--- config.mk ---
export PLATFORM = sky130hd
export DESIGN_NAME = lvds_video_serial_link_tx
export DESIGN_NICKNAME = d
export VERILOG_FILES = /design/src/verilog/sym_fifo.v /design/src/verilog/port_regs.v /design/src/verilog/lvds_video_serial_link_tx.v
export VERILOG_INCLUDE_DIRS = /design/src /design/src/pkg
export SDC_FILE = /design/constraint.sdc
export NUM_CORES = 1
export LEC_CHECK = 0
export BUFFER_PORTS_ARGS = -buffer_cell sky130_fd_sc_hd__buf_2
export CORE_UTILIZATION = 64
export DETAILED_ROUTE_END_ITERATION = 8
export HOLD_SLACK_MARGIN = 0.06
export PLACE_DENSITY_LB_ADDON = 0.15
export SLEW_MARGIN = 20
export SYNTH_ARGS = -nofsm -noshare
export SYNTH_HDL_FRONTEND = slang
export SYNTH_SLANG_ARGS = --single-unit
--- constraint.sdc ---
create_clock -name mclk -period 17 [get_ports mclk]
set_input_delay 1.7 -clock mclk [delete_from_list [all_inputs] [get_ports mclk]]
set_output_delay 1.7 -clock mclk [all_outputs]
set_load 0.1 [all_outputs]
--- src/pkg/serlink_defs.vh ---
// Shared constants for the video serial link transmitter
`ifndef SERLINK_DEFS_VH
`define SERLINK_DEFS_VH
// ==========================================
// Symbol layout
`define SYM_W 35
`define PAY_W 34
`define RGB_LSB 0
`define HS_BIT 24
`define VS_BIT 25
`define DE_BIT 26
`define SDA_BIT 27
`define SCL_BIT 28
`define GPIO_LSB 29
`define AUD_BIT 33
`define INV_BIT 34
// ==========================================
// Input frame
`define LANE_BITS 7
`define LANES 8
`define FRAME_W 28
`define CLK_PATTERN 7'h63
`define FIFO_DEPTH 16
`define FIFO_AW 4
// ==========================================
// Scrambler and balance
`define LFSR_SEED 16'hACE1
`define LFSR_TAPS 16'hB400
`define ONES_HALF 8'h11
// ==========================================
// Rate limits in MHz and Mbps
`define SYM_BITS 13'h0023
`define PCLK_MIN_1 8'h19
`define PCLK_MAX_1 8'h60
`define PCLK_MIN_2 8'h32
`define PCLK_MAX_2 8'hAA
`define LINE_MIN 13'h036B
`define LINE_MAX_1 13'h0D20
`define LINE_MAX_2 13'h0B9F
// ==========================================
// Back channel frame and register map
`define BC_W 16
`define BC_CNT_LAST 4'hF
`define CRC_POLY 4'h3
`define REG_MAP_CTRL 3'h0
`define REG_STATUS 3'h7
`define REG_MAP_EN_BIT 0
`define REG_MAP_VAL_BIT 1
`define PORT_EN_BIT 0
`endif

--- src/verilog/sym_fifo.v ---
// Synchronous FIFO carrying symbol payloads toward the lane stage
`timescale 1ns/1ps
module sym_fifo #(
  parameter WIDTH = 34,
  parameter DEPTH = 16,
  parameter AW = 4
) (
  // Clock and reset
  input wire mclk,
  input wire rst_b,
  // Fill side
  input wire in_valid,
  output wire in_ready,
  input wire [WIDTH-1:0] in_data,
  // Drain side
  output wire out_valid,
  input wire out_ready,
  output reg [WIDTH-1:0] out_data
);
  // ==========================================
  // Storage and pointers
  reg [WIDTH-1:0] mem [0:DEPTH-1]; // Word store
  reg [AW:0] count; // Words held, read data word included
  reg [AW-1:0] wr_ptr; // Next write slot
  reg [AW-1:0] rd_ptr; // Next slot to move into out_data
  wire push = in_valid & in_ready;
  wire pop = out_valid & out_ready;
  // Read data register counts as one slot, so full is honest
  assign in_ready = (count != DEPTH[AW:0]);
  assign out_valid = (count != {(AW+1){1'b0}});
  // Slot that will be in out_data after a pop
  wire mem_has = (count > {{AW{1'b0}}, 1'b1});
  // ==========================================
  // Pointer, count and registered read data
  always @(posedge mclk) begin
    if (!rst_b) begin
      count <= {(AW+1){1'b0}};
      wr_ptr <= {AW{1'b0}};
      rd_ptr <= {AW{1'b0}};
      out_data <= {WIDTH{1'b0}};
    end else begin
      if (push) begin
        mem[wr_ptr] <= in_data;
        wr_ptr <= wr_ptr + 1'b1;
      end
      // Empty or just drained: a new word goes straight to the output
      if (push && (count == {(AW+1){1'b0}} || (pop && !mem_has))) begin
        out_data <= in_data;
        rd_ptr <= wr_ptr + 1'b1;
      end else if (pop && mem_has) begin
        out_data <= mem[rd_ptr];
        rd_ptr <= rd_ptr + 1'b1;
      end
      if (push && !pop) begin
        count <= count + 1'b1;
      end else if (pop && !push) begin
        count <= count - 1'b1;
      end
    end
  end
endmodule // sym_fifo

--- src/verilog/port_regs.v ---
// Shared and per-port duplicated control registers with port steering
`timescale 1ns/1ps
`include "serlink_defs.vh"
module port_regs (
  // Clock and reset
  input wire mclk,
  input wire rst_b,
  // Register access from the local control slave
  input wire acc_wr,
  input wire [3:0] acc_addr,
  input wire [7:0] acc_wdata,
  input wire acc_second,
  output reg [7:0] acc_rdata,
  // Port steering
  input wire first_port_select_bit,
  input wire second_port_select_bit,
  input wire second_port_address_enable,
  // Block state and controls
  input wire [7:0] status,
  output wire [7:0] shared_ctrl,
  output wire [7:0] port0_ctrl,
  output wire [7:0] port1_ctrl
);
  // ==========================================
  // Storage: low half shared, high half duplicated per port
  reg [7:0] shared [0:7];
  reg [7:0] dup0 [0:7];
  reg [7:0] dup1 [0:7];
  wire is_dup = acc_addr[3];
  reg hit0; // Access reaches port 0 copy
  reg hit1; // Access reaches port 1 copy
  integer i;
  // ==========================================
  // Port steering decode
  always @* begin
    if (second_port_address_enable) begin
      hit0 = ~acc_second;
      hit1 = acc_second;
    end else begin
      hit0 = first_port_select_bit;
      hit1 = second_port_select_bit;
    end
  end
  // ==========================================
  // Writes; both copies may change in one access
  always @(posedge mclk) begin
    if (!rst_b) begin
      for (i = 0; i < 8; i = i + 1) begin
        shared[i] <= 8'h00;
        dup0[i] <= 8'h01;
        dup1[i] <= 8'h01;
      end
    end else if (acc_wr) begin
      if (!is_dup) begin
        shared[acc_addr[2:0]] <= acc_wdata;
      end else begin
        if (hit0) begin
          dup0[acc_addr[2:0]] <= acc_wdata;
        end
        if (hit1) begin
          dup1[acc_addr[2:0]] <= acc_wdata;
        end
        // No select bit set with second_port_address_enable low: no duplicated copy is written
      end
    end
  end
  // ==========================================
  // Registered read data
  always @(posedge mclk) begin
    if (!rst_b) begin
      acc_rdata <= 8'h00;
    end else if (!is_dup) begin
      if (acc_addr[2:0] == `REG_STATUS) begin
        acc_rdata <= status;
      end else begin
        acc_rdata <= shared[acc_addr[2:0]];
      end
    end else if (hit1) begin
      acc_rdata <= dup1[acc_addr[2:0]];
    end else begin
      acc_rdata <= dup0[acc_addr[2:0]];
    end
  end
  assign shared_ctrl = shared[`REG_MAP_CTRL];
  assign port0_ctrl = dup0[0];
  assign port1_ctrl = dup1[0];
endmodule // port_regs

--- src/verilog/lvds_video_serial_link_tx.v ---
// Video serial link transmitter: pixel capture, symbol build, lanes, back channel
`timescale 1ns/1ps
`include "serlink_defs.vh"
module lvds_video_serial_link_tx (
  // Clock and reset
  input wire mclk,
  input wire rst_b,
  // Pixel input pins, deserialized per lane
  input wire pclk_pin,
  input wire [6:0] clk_lane,
  input wire [55:0] lane_data,
  output wire pixel_ready,
  // Straps and modes
  input wire colour_mapping_strap,
  input wire dual_pixel_mode,
  input wire dual_lane_mode,
  input wire [7:0] pclk_mhz,
  // Side-band inputs carried in the symbol
  input wire [3:0] gpio_in,
  input wire audio_bit,
  // Local I2C pins
  input wire scl_in,
  input wire sda_in,
  output wire scl_out,
  output wire scl_oe,
  output wire sda_out,
  output wire sda_oe,
  // Register access
  input wire acc_wr,
  input wire [3:0] acc_addr,
  input wire [7:0] acc_wdata,
  input wire acc_second,
  output wire [7:0] acc_rdata,
  input wire first_port_select_bit,
  input wire second_port_select_bit,
  input wire second_port_address_enable,
  // Forward lanes
  output reg [34:0] sym_a,
  output reg sym_valid_a,
  input wire sym_ready_a,
  output reg [34:0] sym_b,
  output reg sym_valid_b,
  input wire sym_ready_b,
  // Back channel from the lane receiver
  input wire bc_bit,
  input wire bc_bit_valid,
  input wire bc_frame_start,
  output reg [3:0] d_gpio,
  output reg [7:0] bc_i2c_byte,
  output reg bc_crc_err,
  // Status
  output reg frame_err,
  output reg overflow,
  output reg rate_ok
);
  // ==========================================
  // Pin synchronisers: first stage is read only by the second
  reg [75:0] sync1;
  reg [75:0] sync2;
  reg pclk_q; // Previous synchronised pixel clock level
  wire [75:0] pin_raw = {pclk_pin, clk_lane, lane_data, colour_mapping_strap,
    gpio_in, audio_bit, scl_in, sda_in, 4'h0};
  // Stages run through reset, so the strap and the pixel clock level are settled at release
  always @(posedge mclk) begin
    sync1 <= pin_raw;
    sync2 <= sync1;
    pclk_q <= sync2[75];
  end
  wire pclk_s = sync2[75];
  wire [6:0] clk_lane_s = sync2[74:68];
  wire [55:0] lanes_s = sync2[67:12];
  wire strap_s = sync2[11];
  wire [3:0] gpio_s = sync2[10:7];
  wire audio_s = sync2[6];
  wire scl_s = sync2[5];
  wire sda_s = sync2[4];
  wire frame_edge = pclk_s & ~pclk_q; // One frame per pixel clock
  // ==========================================
  // Register file
  wire [7:0] shared_ctrl;
  wire [7:0] port0_ctrl;
  wire [7:0] port1_ctrl;
  wire [7:0] status = {4'h0, bc_crc_err, overflow, frame_err, rate_ok};
  port_regs u_regs (
    .mclk(mclk),
    .rst_b(rst_b),
    .acc_wr(acc_wr),
    .acc_addr(acc_addr),
    .acc_wdata(acc_wdata),
    .acc_second(acc_second),
    .acc_rdata(acc_rdata),
    .first_port_select_bit(first_port_select_bit),
    .second_port_select_bit(second_port_select_bit),
    .second_port_address_enable(second_port_address_enable),
    .status(status),
    .shared_ctrl(shared_ctrl),
    .port0_ctrl(port0_ctrl),
    .port1_ctrl(port1_ctrl)
  );
  // ==========================================
  // Mapping strap caught once after reset release
  reg strap_taken;
  reg map_strap;
  always @(posedge mclk) begin
    if (!rst_b) begin
      strap_taken <= 1'b0;
      map_strap <= 1'b0;
    end else if (!strap_taken) begin
      strap_taken <= 1'b1;
      map_strap <= strap_s;
    end
  end
  // Register override wins over the strap
  wire lsb_map = shared_ctrl[`REG_MAP_EN_BIT] ? shared_ctrl[`REG_MAP_VAL_BIT] : map_strap;
  // ==========================================
  // Frame to pixel: lanes 0-2 carry six bits per colour plus sync, lane 3 the rest
  function [26:0] map_pixel;
    input [27:0] f;
    input lsb;
    reg [5:0] r6;
    reg [5:0] g6;
    reg [5:0] b6;
    reg [5:0] x6;
    begin
      r6 = f[5:0];
      g6 = {f[11:7], f[6]};
      b6 = {f[17:14], f[13:12]};
      x6 = f[26:21];
      if (lsb) begin
        map_pixel = {f[20], f[19], f[18], b6, x6[1:0], g6, x6[3:2], r6, x6[5:4]};
      end else begin
        map_pixel = {f[20], f[19], f[18], x6[1:0], b6, x6[3:2], g6, x6[5:4], r6};
      end
    end
  endfunction
  // ==========================================
  // Capture: second pixel of a dual frame is queued one cycle later
  reg [26:0] pend_pix;
  reg pend_valid;
  reg [26:0] cap_pix;
  reg cap_valid;
  always @(posedge mclk) begin
    if (!rst_b) begin
      pend_pix <= 27'h000_0000;
      pend_valid <= 1'b0;
      cap_pix <= 27'h000_0000;
      cap_valid <= 1'b0;
      frame_err <= 1'b0;
    end else begin
      cap_valid <= 1'b0;
      if (frame_edge) begin
        cap_pix <= map_pixel(lanes_s[27:0], lsb_map);
        cap_valid <= 1'b1;
        pend_pix <= map_pixel(lanes_s[55:28], lsb_map);
        pend_valid <= dual_pixel_mode;
        // Clock lane must show high 2, low 3, high 2
        frame_err <= (clk_lane_s != `CLK_PATTERN);
      end else if (pend_valid) begin
        cap_pix <= pend_pix;
        cap_valid <= 1'b1;
        pend_valid <= 1'b0;
      end
    end
  end
  // ==========================================
  // Payload build and FIFO; the pixel source cannot stall, so loss is flagged
  wire fifo_in_ready;
  wire fifo_out_valid;
  wire fifo_out_ready;
  wire [33:0] fifo_out;
  wire [33:0] payload = {audio_s, gpio_s, scl_s, sda_s, cap_pix};
  assign pixel_ready = fifo_in_ready;
  always @(posedge mclk) begin
    if (!rst_b) begin
      overflow <= 1'b0;
    end else if (cap_valid && !fifo_in_ready) begin
      overflow <= 1'b1;
    end
  end
  sym_fifo #(
    .WIDTH(`PAY_W),
    .DEPTH(`FIFO_DEPTH),
    .AW(`FIFO_AW)
  ) u_fifo (
    .mclk(mclk),
    .rst_b(rst_b),
    .in_valid(cap_valid),
    .in_ready(fifo_in_ready),
    .in_data(payload),
    .out_valid(fifo_out_valid),
    .out_ready(fifo_out_ready),
    .out_data(fifo_out)
  );
  // ==========================================
  // Scrambler and DC balance
  reg [15:0] lfsr;
  reg signed [7:0] disparity; // Running half of ones minus zeros
  wire [33:0] scram = fifo_out ^ {lfsr[1:0], lfsr, lfsr};
  reg [7:0] ones;
  integer k;
  always @* begin
    ones = 8'h00;
    for (k = 0; k < `PAY_W; k = k + 1) begin
      ones = ones + {7'h00, scram[k]};
    end
  end
  wire signed [7:0] word_disp = $signed(ones) - $signed(`ONES_HALF);
  // Invert when the word would push disparity further the same way
  wire invert = (word_disp[7] == disparity[7]) && (word_disp != 8'h00);
  wire [34:0] symbol = {invert, invert ? ~scram : scram};
  // ==========================================
  // Lane steering: single lane uses A, dual alternates A and B
  reg lane_sel;
  wire port_en_a = port0_ctrl[`PORT_EN_BIT];
  wire port_en_b = port1_ctrl[`PORT_EN_BIT];
  wire free_a = (!sym_valid_a || sym_ready_a) && port_en_a;
  wire free_b = (!sym_valid_b || sym_ready_b) && port_en_b;
  wire to_b = dual_lane_mode & lane_sel;
  assign fifo_out_ready = to_b ? free_b : free_a;
  wire take = fifo_out_valid & fifo_out_ready;
  always @(posedge mclk) begin
    if (!rst_b) begin
      lfsr <= `LFSR_SEED;
      disparity <= 8'sh00;
      lane_sel <= 1'b0;
      sym_a <= 35'h0_0000_0000;
      sym_b <= 35'h0_0000_0000;
      sym_valid_a <= 1'b0;
      sym_valid_b <= 1'b0;
    end else begin
      if (sym_ready_a) begin
        sym_valid_a <= 1'b0;
      end
      if (sym_ready_b) begin
        sym_valid_b <= 1'b0;
      end
      if (take) begin
        // Galois step keeps the stream random per symbol
        lfsr <= lfsr[0] ? ((lfsr >> 1) ^ `LFSR_TAPS) : (lfsr >> 1);
        disparity <= invert ? disparity - word_disp : disparity + word_disp;
        lane_sel <= dual_lane_mode ? ~lane_sel : 1'b0;
        if (to_b) begin
          sym_b <= symbol;
          sym_valid_b <= 1'b1;
        end else begin
          sym_a <= symbol;
          sym_valid_a <= 1'b1;
        end
      end
    end
  end
  // ==========================================
  // Rate check: pixel clock range and per-lane line rate
  wire [12:0] line_full = {5'h00, pclk_mhz} * `SYM_BITS;
  wire [12:0] line_lane = dual_lane_mode ? {1'b0, line_full[12:1]} : line_full;
  always @(posedge mclk) begin
    if (!rst_b) begin
      rate_ok <= 1'b0;
    end else if (dual_lane_mode) begin
      rate_ok <= (pclk_mhz >= `PCLK_MIN_2) && (pclk_mhz <= `PCLK_MAX_2) &&
        (line_lane >= `LINE_MIN) && (line_lane <= `LINE_MAX_2);
    end else begin
      rate_ok <= (pclk_mhz >= `PCLK_MIN_1) && (pclk_mhz <= `PCLK_MAX_1) &&
        (line_lane >= `LINE_MIN) && (line_lane <= `LINE_MAX_1);
    end
  end
  // ==========================================
  // Back channel: 16-bit frame, gpio[3:0], i2c[11:4], crc[15:12]
  reg [15:0] bc_shift;
  reg [3:0] bc_cnt;
  reg bc_busy;
  reg remote_sda;
  reg remote_scl;
  wire [15:0] bc_next = {bc_bit, bc_shift[15:1]};
  function [3:0] crc4;
    input [11:0] d;
    integer j;
    reg fb;
    begin
      crc4 = 4'h0;
      for (j = 11; j >= 0; j = j - 1) begin
        fb = crc4[3] ^ d[j];
        crc4 = {crc4[2:0], 1'b0} ^ (fb ? `CRC_POLY : 4'h0);
      end
    end
  endfunction
  always @(posedge mclk) begin
    if (!rst_b) begin
      bc_shift <= 16'h0000;
      bc_cnt <= 4'h0;
      bc_busy <= 1'b0;
      d_gpio <= 4'h0;
      bc_i2c_byte <= 8'h00;
      bc_crc_err <= 1'b0;
      remote_sda <= 1'b1;
      remote_scl <= 1'b1;
    end else begin
      bc_crc_err <= 1'b0;
      if (bc_bit_valid) begin
        bc_shift <= bc_next;
        bc_cnt <= bc_frame_start ? 4'h1 : bc_cnt + 1'b1;
        bc_busy <= bc_frame_start | (bc_busy & (bc_cnt != `BC_CNT_LAST));
        if (bc_busy && !bc_frame_start && bc_cnt == `BC_CNT_LAST) begin
          if (crc4(bc_next[11:0]) == bc_next[15:12]) begin
            d_gpio <= bc_next[3:0];
            bc_i2c_byte <= bc_next[11:4];
            remote_sda <= bc_next[4];
            remote_scl <= bc_next[5];
          end else begin
            bc_crc_err <= 1'b1;
          end
        end
      end
    end
  end
  // ==========================================
  // Local I2C side: mirror remote lows so masters on both sides can arbitrate
  assign sda_out = 1'b0;
  assign scl_out = 1'b0;
  assign sda_oe = ~remote_sda;
  assign scl_oe = ~remote_scl;
endmodule // lvds_video_serial_link_tx

==> results.cfg, run 1 <==
[clocking]
cts_resized = 0
clk_latency_ns = 0.69
post_cts_buffers = 0
htreeDepth = 3
path_clk_slew_ns = 0.06
cts_root_buf = clkbuf_16
cts_num_sinks = 1121
cts-hold-fix-buffers = 0
clock_path_buffers = 3
cts_buffers = 108
cts_tree = done

[critical_path]
max_stage_delay_ns = 0.58
rrSetupSlack_ns = 8.66
reg2reg_to = disparity[7]
critPathSlowestCell = xnor2_1
worst_setup_path_start_kind = register
cp_max_fo = 11
crit_path_end = disparity[7]
rr_startpoint = u_fifo.out_data[24]
r2r_cells = 26
critPathCaptureType = register
cp-startpoint = u_fifo.out_data[24]
cp.required_ns = 17.48
cpMostUsedCell = fa_1
worstPathArrival_ns = 8.82
path_class = register to register

[place]
io_buffers = 202
gp_congestion = 0.886
hpwl_mm = 63.1

[floorplanning]
io_pins = 207
fp.dieArea_um2 = 72300
core.rowCount = 97
die_y_um = 269
core_region_area_um2 = 70300
die_w_um = 269
start_util = 0.648

[final_layout]
area_delta_synth_final_pct = 12.8
fin_nets = 3540
n_antenna_cell = 0
drive_gt1_frac = 0.200

[sta]
period_share = 0.491
fin_crit_ns = 8.34
setup_viol = 0
rsz0062_at_grt = no
finalHoldViolCount = 0
fin_tns_setup_ns = 0
fmax_mhz = 120
relSlewSlack = 0.223
clock_skew_ns = 0.0571
finalMaxSlewViolations = 0
worst_pin_slew_ns = 1.16

[synth]
synth_area_um2 = 45600
synth-seq-area-share = 0.652
ys_seq_elements = 1121
synth-async-reset-ratio = 0
synthCells = 3167
synth_edf_count = 728
yosysUniqueCellTypes = 75
syn_area_per_cell_um2 = 14.4
synth_ff_type = edfxtp_1
yosysWarnings = 0

[global_route]
track_usage = 0.302
grt_pass1_wl_mm = 162
grt_overflow_total = 0
grt_pass1_vias = 27200
grt_max_degree = 102
antenna_found_initial = 0

[routing]
drc = 0
route.vias.total = 27400
drt-initial-drc-count = 2665
final_antenna_net_count = 0
dr.pass1.iters = 8
wl_per_cell_um = 24.8
viasPerCell = 6.27
wl_mm = 108

[job]
max_cap_viol_count = 0

[run_status]
status = finished, final reports clean

[worst_hold_path]
hold_path_class = register to register
min_from = sync1[28]
## cell families after synthesis
family,share of synthesized area
compound gates,0.0673
xor+xnor,0.0273
fa+ha+maj,0.0330
buf+inv,0.0252
flops,0.652
mux,0.112
other cells,0.0000823
simple gates,0.0832
## cells in the mapped netlist (5+ instances only)
| master | count | share of area |
|---|---|---|
| a211oi_1 | 87 | 0.014 |
| a21oi_1 | 125 | 0.014 |
| a221oi_1 | 11 | 0.0021 |
| a22oi_1 | 19 | 0.0031 |
| a311oi_1 | 6 | 0.0012 |
| a31oi_1 | 13 | 0.0018 |
| and2_1 | 172 | 0.024 |
| and3_1 | 9 | 0.0012 |
| buf_1 | 30 | 0.0025 |
| buf_2 | 19 | 0.0021 |
| buf_4 | 5 | 0.00082 |
| buf_6 | 5 | 0.0012 |
| clkbuf_1 | 138 | 0.011 |
| dfxtp_1 | 393 | 0.17 |
| edfxtp_1 | 728 | 0.48 |
| fa_1 | 32 | 0.014 |
| ha_1 | 69 | 0.019 |
| inv_1 | 86 | 0.0071 |
| mux2_2 | 21 | 0.0052 |
| mux2i_1 | 88 | 0.019 |
| mux4_2 | 176 | 0.087 |
| nand2_1 | 233 | 0.019 |
| nand2b_1 | 18 | 0.0025 |
| nand3_1 | 49 | 0.0054 |
| nand4_1 | 22 | 0.0030 |
| nor2_1 | 177 | 0.015 |
| nor2b_1 | 36 | 0.0049 |
| nor3_1 | 21 | 0.0023 |
| o2111ai_1 | 7 | 0.0013 |
| o211ai_1 | 10 | 0.0016 |
| o21ai_0 | 102 | 0.011 |
| o22ai_1 | 39 | 0.0054 |
| o311ai_0 | 6 | 0.0012 |
| o311ai_1 | 8 | 0.0015 |
| or3_1 | 22 | 0.0030 |
| xnor2_1 | 60 | 0.012 |
| xnor2_2 | 25 | 0.0089 |
| xor2_1 | 30 | 0.0058 |
## metal layers
metal	vias up	track usage	wire, µm
li1	12100	-	-
met1	13700	0.398	41200
met2	1419	0.506	54100
met3	230	0.0531	9610
met4	0	0.109	3230
met5	-	0	0
## state kept, by name, summed over array words and instances, names as in the netlist, 4 cells and up, named ones only
name / count
u_fifo.mem: 544
sync1: 70
sync2: 70
u_regs.dup0: 64
u_regs.dup1: 64
u_regs.shared: 56
sym_a: 35
sym_b: 35
u_fifo.out_data: 34
cap_pix: 27
pend_pix: 27
lfsr: 16
bc_shift: 15
bc_i2c_byte: 8
disparity: 8
u_regs.acc_rdata: 8
u_fifo.count: 5
bc_cnt: 4
d_gpio: 4
u_fifo.rd_ptr: 4
u_fifo.wr_ptr: 4
## worst max-delay path, delay by kind of cell (launching register included)
kind,cells,cell delay (ns)
fa+ha+maj,9,4.31
compound gates,11,2.32
xor+xnor,2,0.75
flops,1,0.37
simple gates,2,0.25
buf+inv,2,0.12
## worst min path at each step
| stage | endpoint | slack, ns | cells after the start |
|---|---|---|---|
| 2_1_floorplan | sync2[10] | 0.31 | 0 |
| 3_3_place_gp | sync2[29] | 0.31 | 0 |
| 3_5_place_dp | sync2[18] | 0.31 | 0 |
| 4_1_cts | sync2[26] | 0.32 | 0 |
| 5_1_grt | sync2[7] | 0.33 | 0 |
| 6_report | sync2[28] | 0.33 | 0 |
## layout by cell type, fill, tap and decap left out, types with 18 or more instances in the layout
master	n
edfxtp_1	728
dfxtp_1	388
nand2_1	232
buf_2	201
mux4_2	176
and2_1	172
nor2_1	164
a21oi_1	124
clkbuf_16	114
o21ai_0	87
mux2i_1	87
a211oi_1	87
inv_1	86
ha_1	69
xnor2_1	60
buf_4	50
nand3_1	49
o22ai_1	39
nor2b_1	35
fa_1	32
xor2_1	30
clkbuf_1	26
xnor2_2	25
or3_1	22
nand4_1	22
mux2_2	21
a22oi_1	19
nand2b_1	18
## layout make-up
class,count,area [µm²]
tap,940,1180
clock inverter,49,701
clock buffer,157,3180
sequential,1121,29700
multi-input combinational,1762,14900
timing repair buffer,252,1390
inverter,88,335
fill,4359,18900
## through the flow
step                       util  worst slack, ns  hold slack (ns)  cell area (µm²)  std cells
final                     0.731             8.66            0.325            51400       4369
after global routing      0.731             8.20            0.327            51400       4369
after CTS                 0.731             8.66            0.322            51400       4369
after detailed placement  0.676             8.72            0.312            47500       4163
after global placement    0.676             8.99            0.310            47500       4163
after floorplan               -             9.77            0.310            45600       3168
Power of run 1 is not shown: default switching activity piles up to over one toggle a cycle in this logic, so the estimate is an artifact.
==> run 2: changes to the inputs <==
Settings changed: CORE_UTILIZATION 64 to 61.
Clock period 17 ns to 8.3 ns, I/O delays scaled along.
==> run 2 against run 1 <==
Compared with the run above:
- hold slack worse by 0.095 ns
- maximum frequency grew 8.2%
- first-iteration DRC count increased by 6.0%
- largest cell class unchanged
- final area fell by 0.23%
- clock skew decreased by 0.0096 ns
- flip-flop and latch count did not move
- critical endpoint unchanged
- final cell count up 0.43%
==> results.cfg, run 2 (synthesis results as in run 1) <==
[run_status]
status = finished, final reports clean

[routing]
drt-initial-drc-count = 2824
route.vias.total = 27400
wl_mm = 109
dr.pass1.iters = 5
drc = 0
viasPerCell = 6.23
final_antenna_net_count = 0
wl_per_cell_um = 24.8

[critical_path]
path_buf_inv = 3
max_stage_delay_ns = 0.55
critPathSlowestCell = fa_1
worst_setup_path_start_kind = register
path_class = register to register
cp_top_family = adder cells
cp_max_fo = 13
worstPathArrival_ns = 8.22
cpMostUsedCell = fa_1
critPathCaptureType = register
cp.required_ns = 8.81

[floorplanning]
io_pins = 207
start_util = 0.620
die_w_um = 275
core.rowCount = 99
fp.dieArea_um2 = 75800
die_y_um = 275
core_region_area_um2 = 73500

[sta]
finalMaxSlewViolations = 0
relSlewSlack = 0.320
setup_viol = 0
fin_tns_setup_ns = 0
clock_skew_ns = 0.0475
worst_pin_slew_ns = 1.02
fin_crit_ns = 7.71
period_share = 0.929
finalHoldViolCount = 0
fmax_mhz = 130
rsz0062_at_grt = no

[final_layout]
fillerInstances = 4858
top_register = u_fifo.mem
area_delta_synth_final_pct = 12.5
final_common_cell = edfxtp_1
drive_gt1_frac = 0.200
largest_reg_flops = 544
largestRegisters = u_fifo.mem: 544 flops, sync1: 70 flops, sync2: 70 flops
final_cell_mix = edfxtp_1 (728), dfxtp_1 (388), nand2_1 (232)
n_antenna_cell = 0
fin_nets = 3543

[place]
hpwl_mm = 65.3
gp_congestion = 0.887
io_buffers = 202

[clocking]
clock_path_buffers = 3
cts_root_buf = clkbuf_16
cts_tree = done
cts_buffers = 108
htreeDepth = 3
clk_latency_ns = 0.70
cts_num_sinks = 1121
path_clk_slew_ns = 0.06

[global_route]
antenna_found_initial = 0
grt_max_degree = 121
grt_pass1_vias = 27100
track_usage = 0.289
grt_pass1_wl_mm = 164
grt_overflow_total = 0

[job]
max_cap_viol_count = 0

[worst_hold_path]
hold_path_class = input pin to register
-- run 2: worst paths after layout --
kind,start,to,slack (ns),depth (start not counted)
setup reg to reg,lfsr[10],disparity[7],0.59,26
hold / removal,lane_data[11],sync1[23],0.23,1
hold reg to reg,sync1[11],sync2[11],0.32,0
setup / recovery,lfsr[10],disparity[7],0.59,26
-- run 2: cell type report --
class | count | area, µm² | share of cell area
repair buffers | 255 | 1420 | 0.0278
clock buffers | 149 | 3030 | 0.0591
well taps | 959 | 1200 | 0.0234
multi-input cells | 1762 | 14900 | 0.290
inverters | 88 | 335 | 0.00654
flip-flops and latches | 1121 | 29700 | 0.580
clock inverters | 54 | 663 | 0.0129
-- run 2: worst reg2reg max path, cell delays in order, from the launching register on --
cell	delay [ns]
dfxtp_1	0.35
xnor2_1	0.36
fa_1	0.51
fa_1	0.55
inv_1	0.05
fa_1	0.49
inv_1	0.05
fa_1	0.55
fa_1	0.45
fa_1	0.46
fa_1	0.43
fa_1	0.48
nor2b_1	0.16
o21a_1	0.15
o21ai_0	0.14
a21oi_2	0.32
a31oi_4	0.16
buf_4	0.24
a21oi_1	0.18
xor2_1	0.19
ha_1	0.28
or2_2	0.31
a21oi_1	0.16
a21oi_1	0.09
xor2_1	0.16
o21ai_0	0.16
a21oi_1	0.09
-- run 2: through the flow --
stage | cells | area, µm² | hold slack (ns) | utilization | setup WS [ns]
after floorplan | 3168 | 45600 | 0.310 | - | 1.07
after global placement | 4185 | 47600 | 0.310 | 0.647 | 0.694
after detailed placement | 4185 | 47600 | 0.312 | 0.647 | 0.572
after CTS | 4388 | 51200 | 0.195 | 0.698 | 0.554
after global routing | 4388 | 51300 | 0.210 | 0.698 | 0.00424
final | 4388 | 51300 | 0.230 | 0.698 | 0.589
-- run 2: per-layer routing --
layer,routed length [µm],track usage,vias to the layer above
met2,54700,0.488,1237
met4,3230,0.105,0
met3,8500,0.0459,214
met5,0,0,-
li1,-,-,12100
met1,42500,0.382,13800
-- run 2: repair_timing --
item                                    CTS  global route
buffers inserted                          0             0
resized for setup                         0             1
hold buffers                              0             0
hold endpoints to repair                  0             0
endpoints found under the setup margin    0             1
Power of run 2 is left out for the same reason.
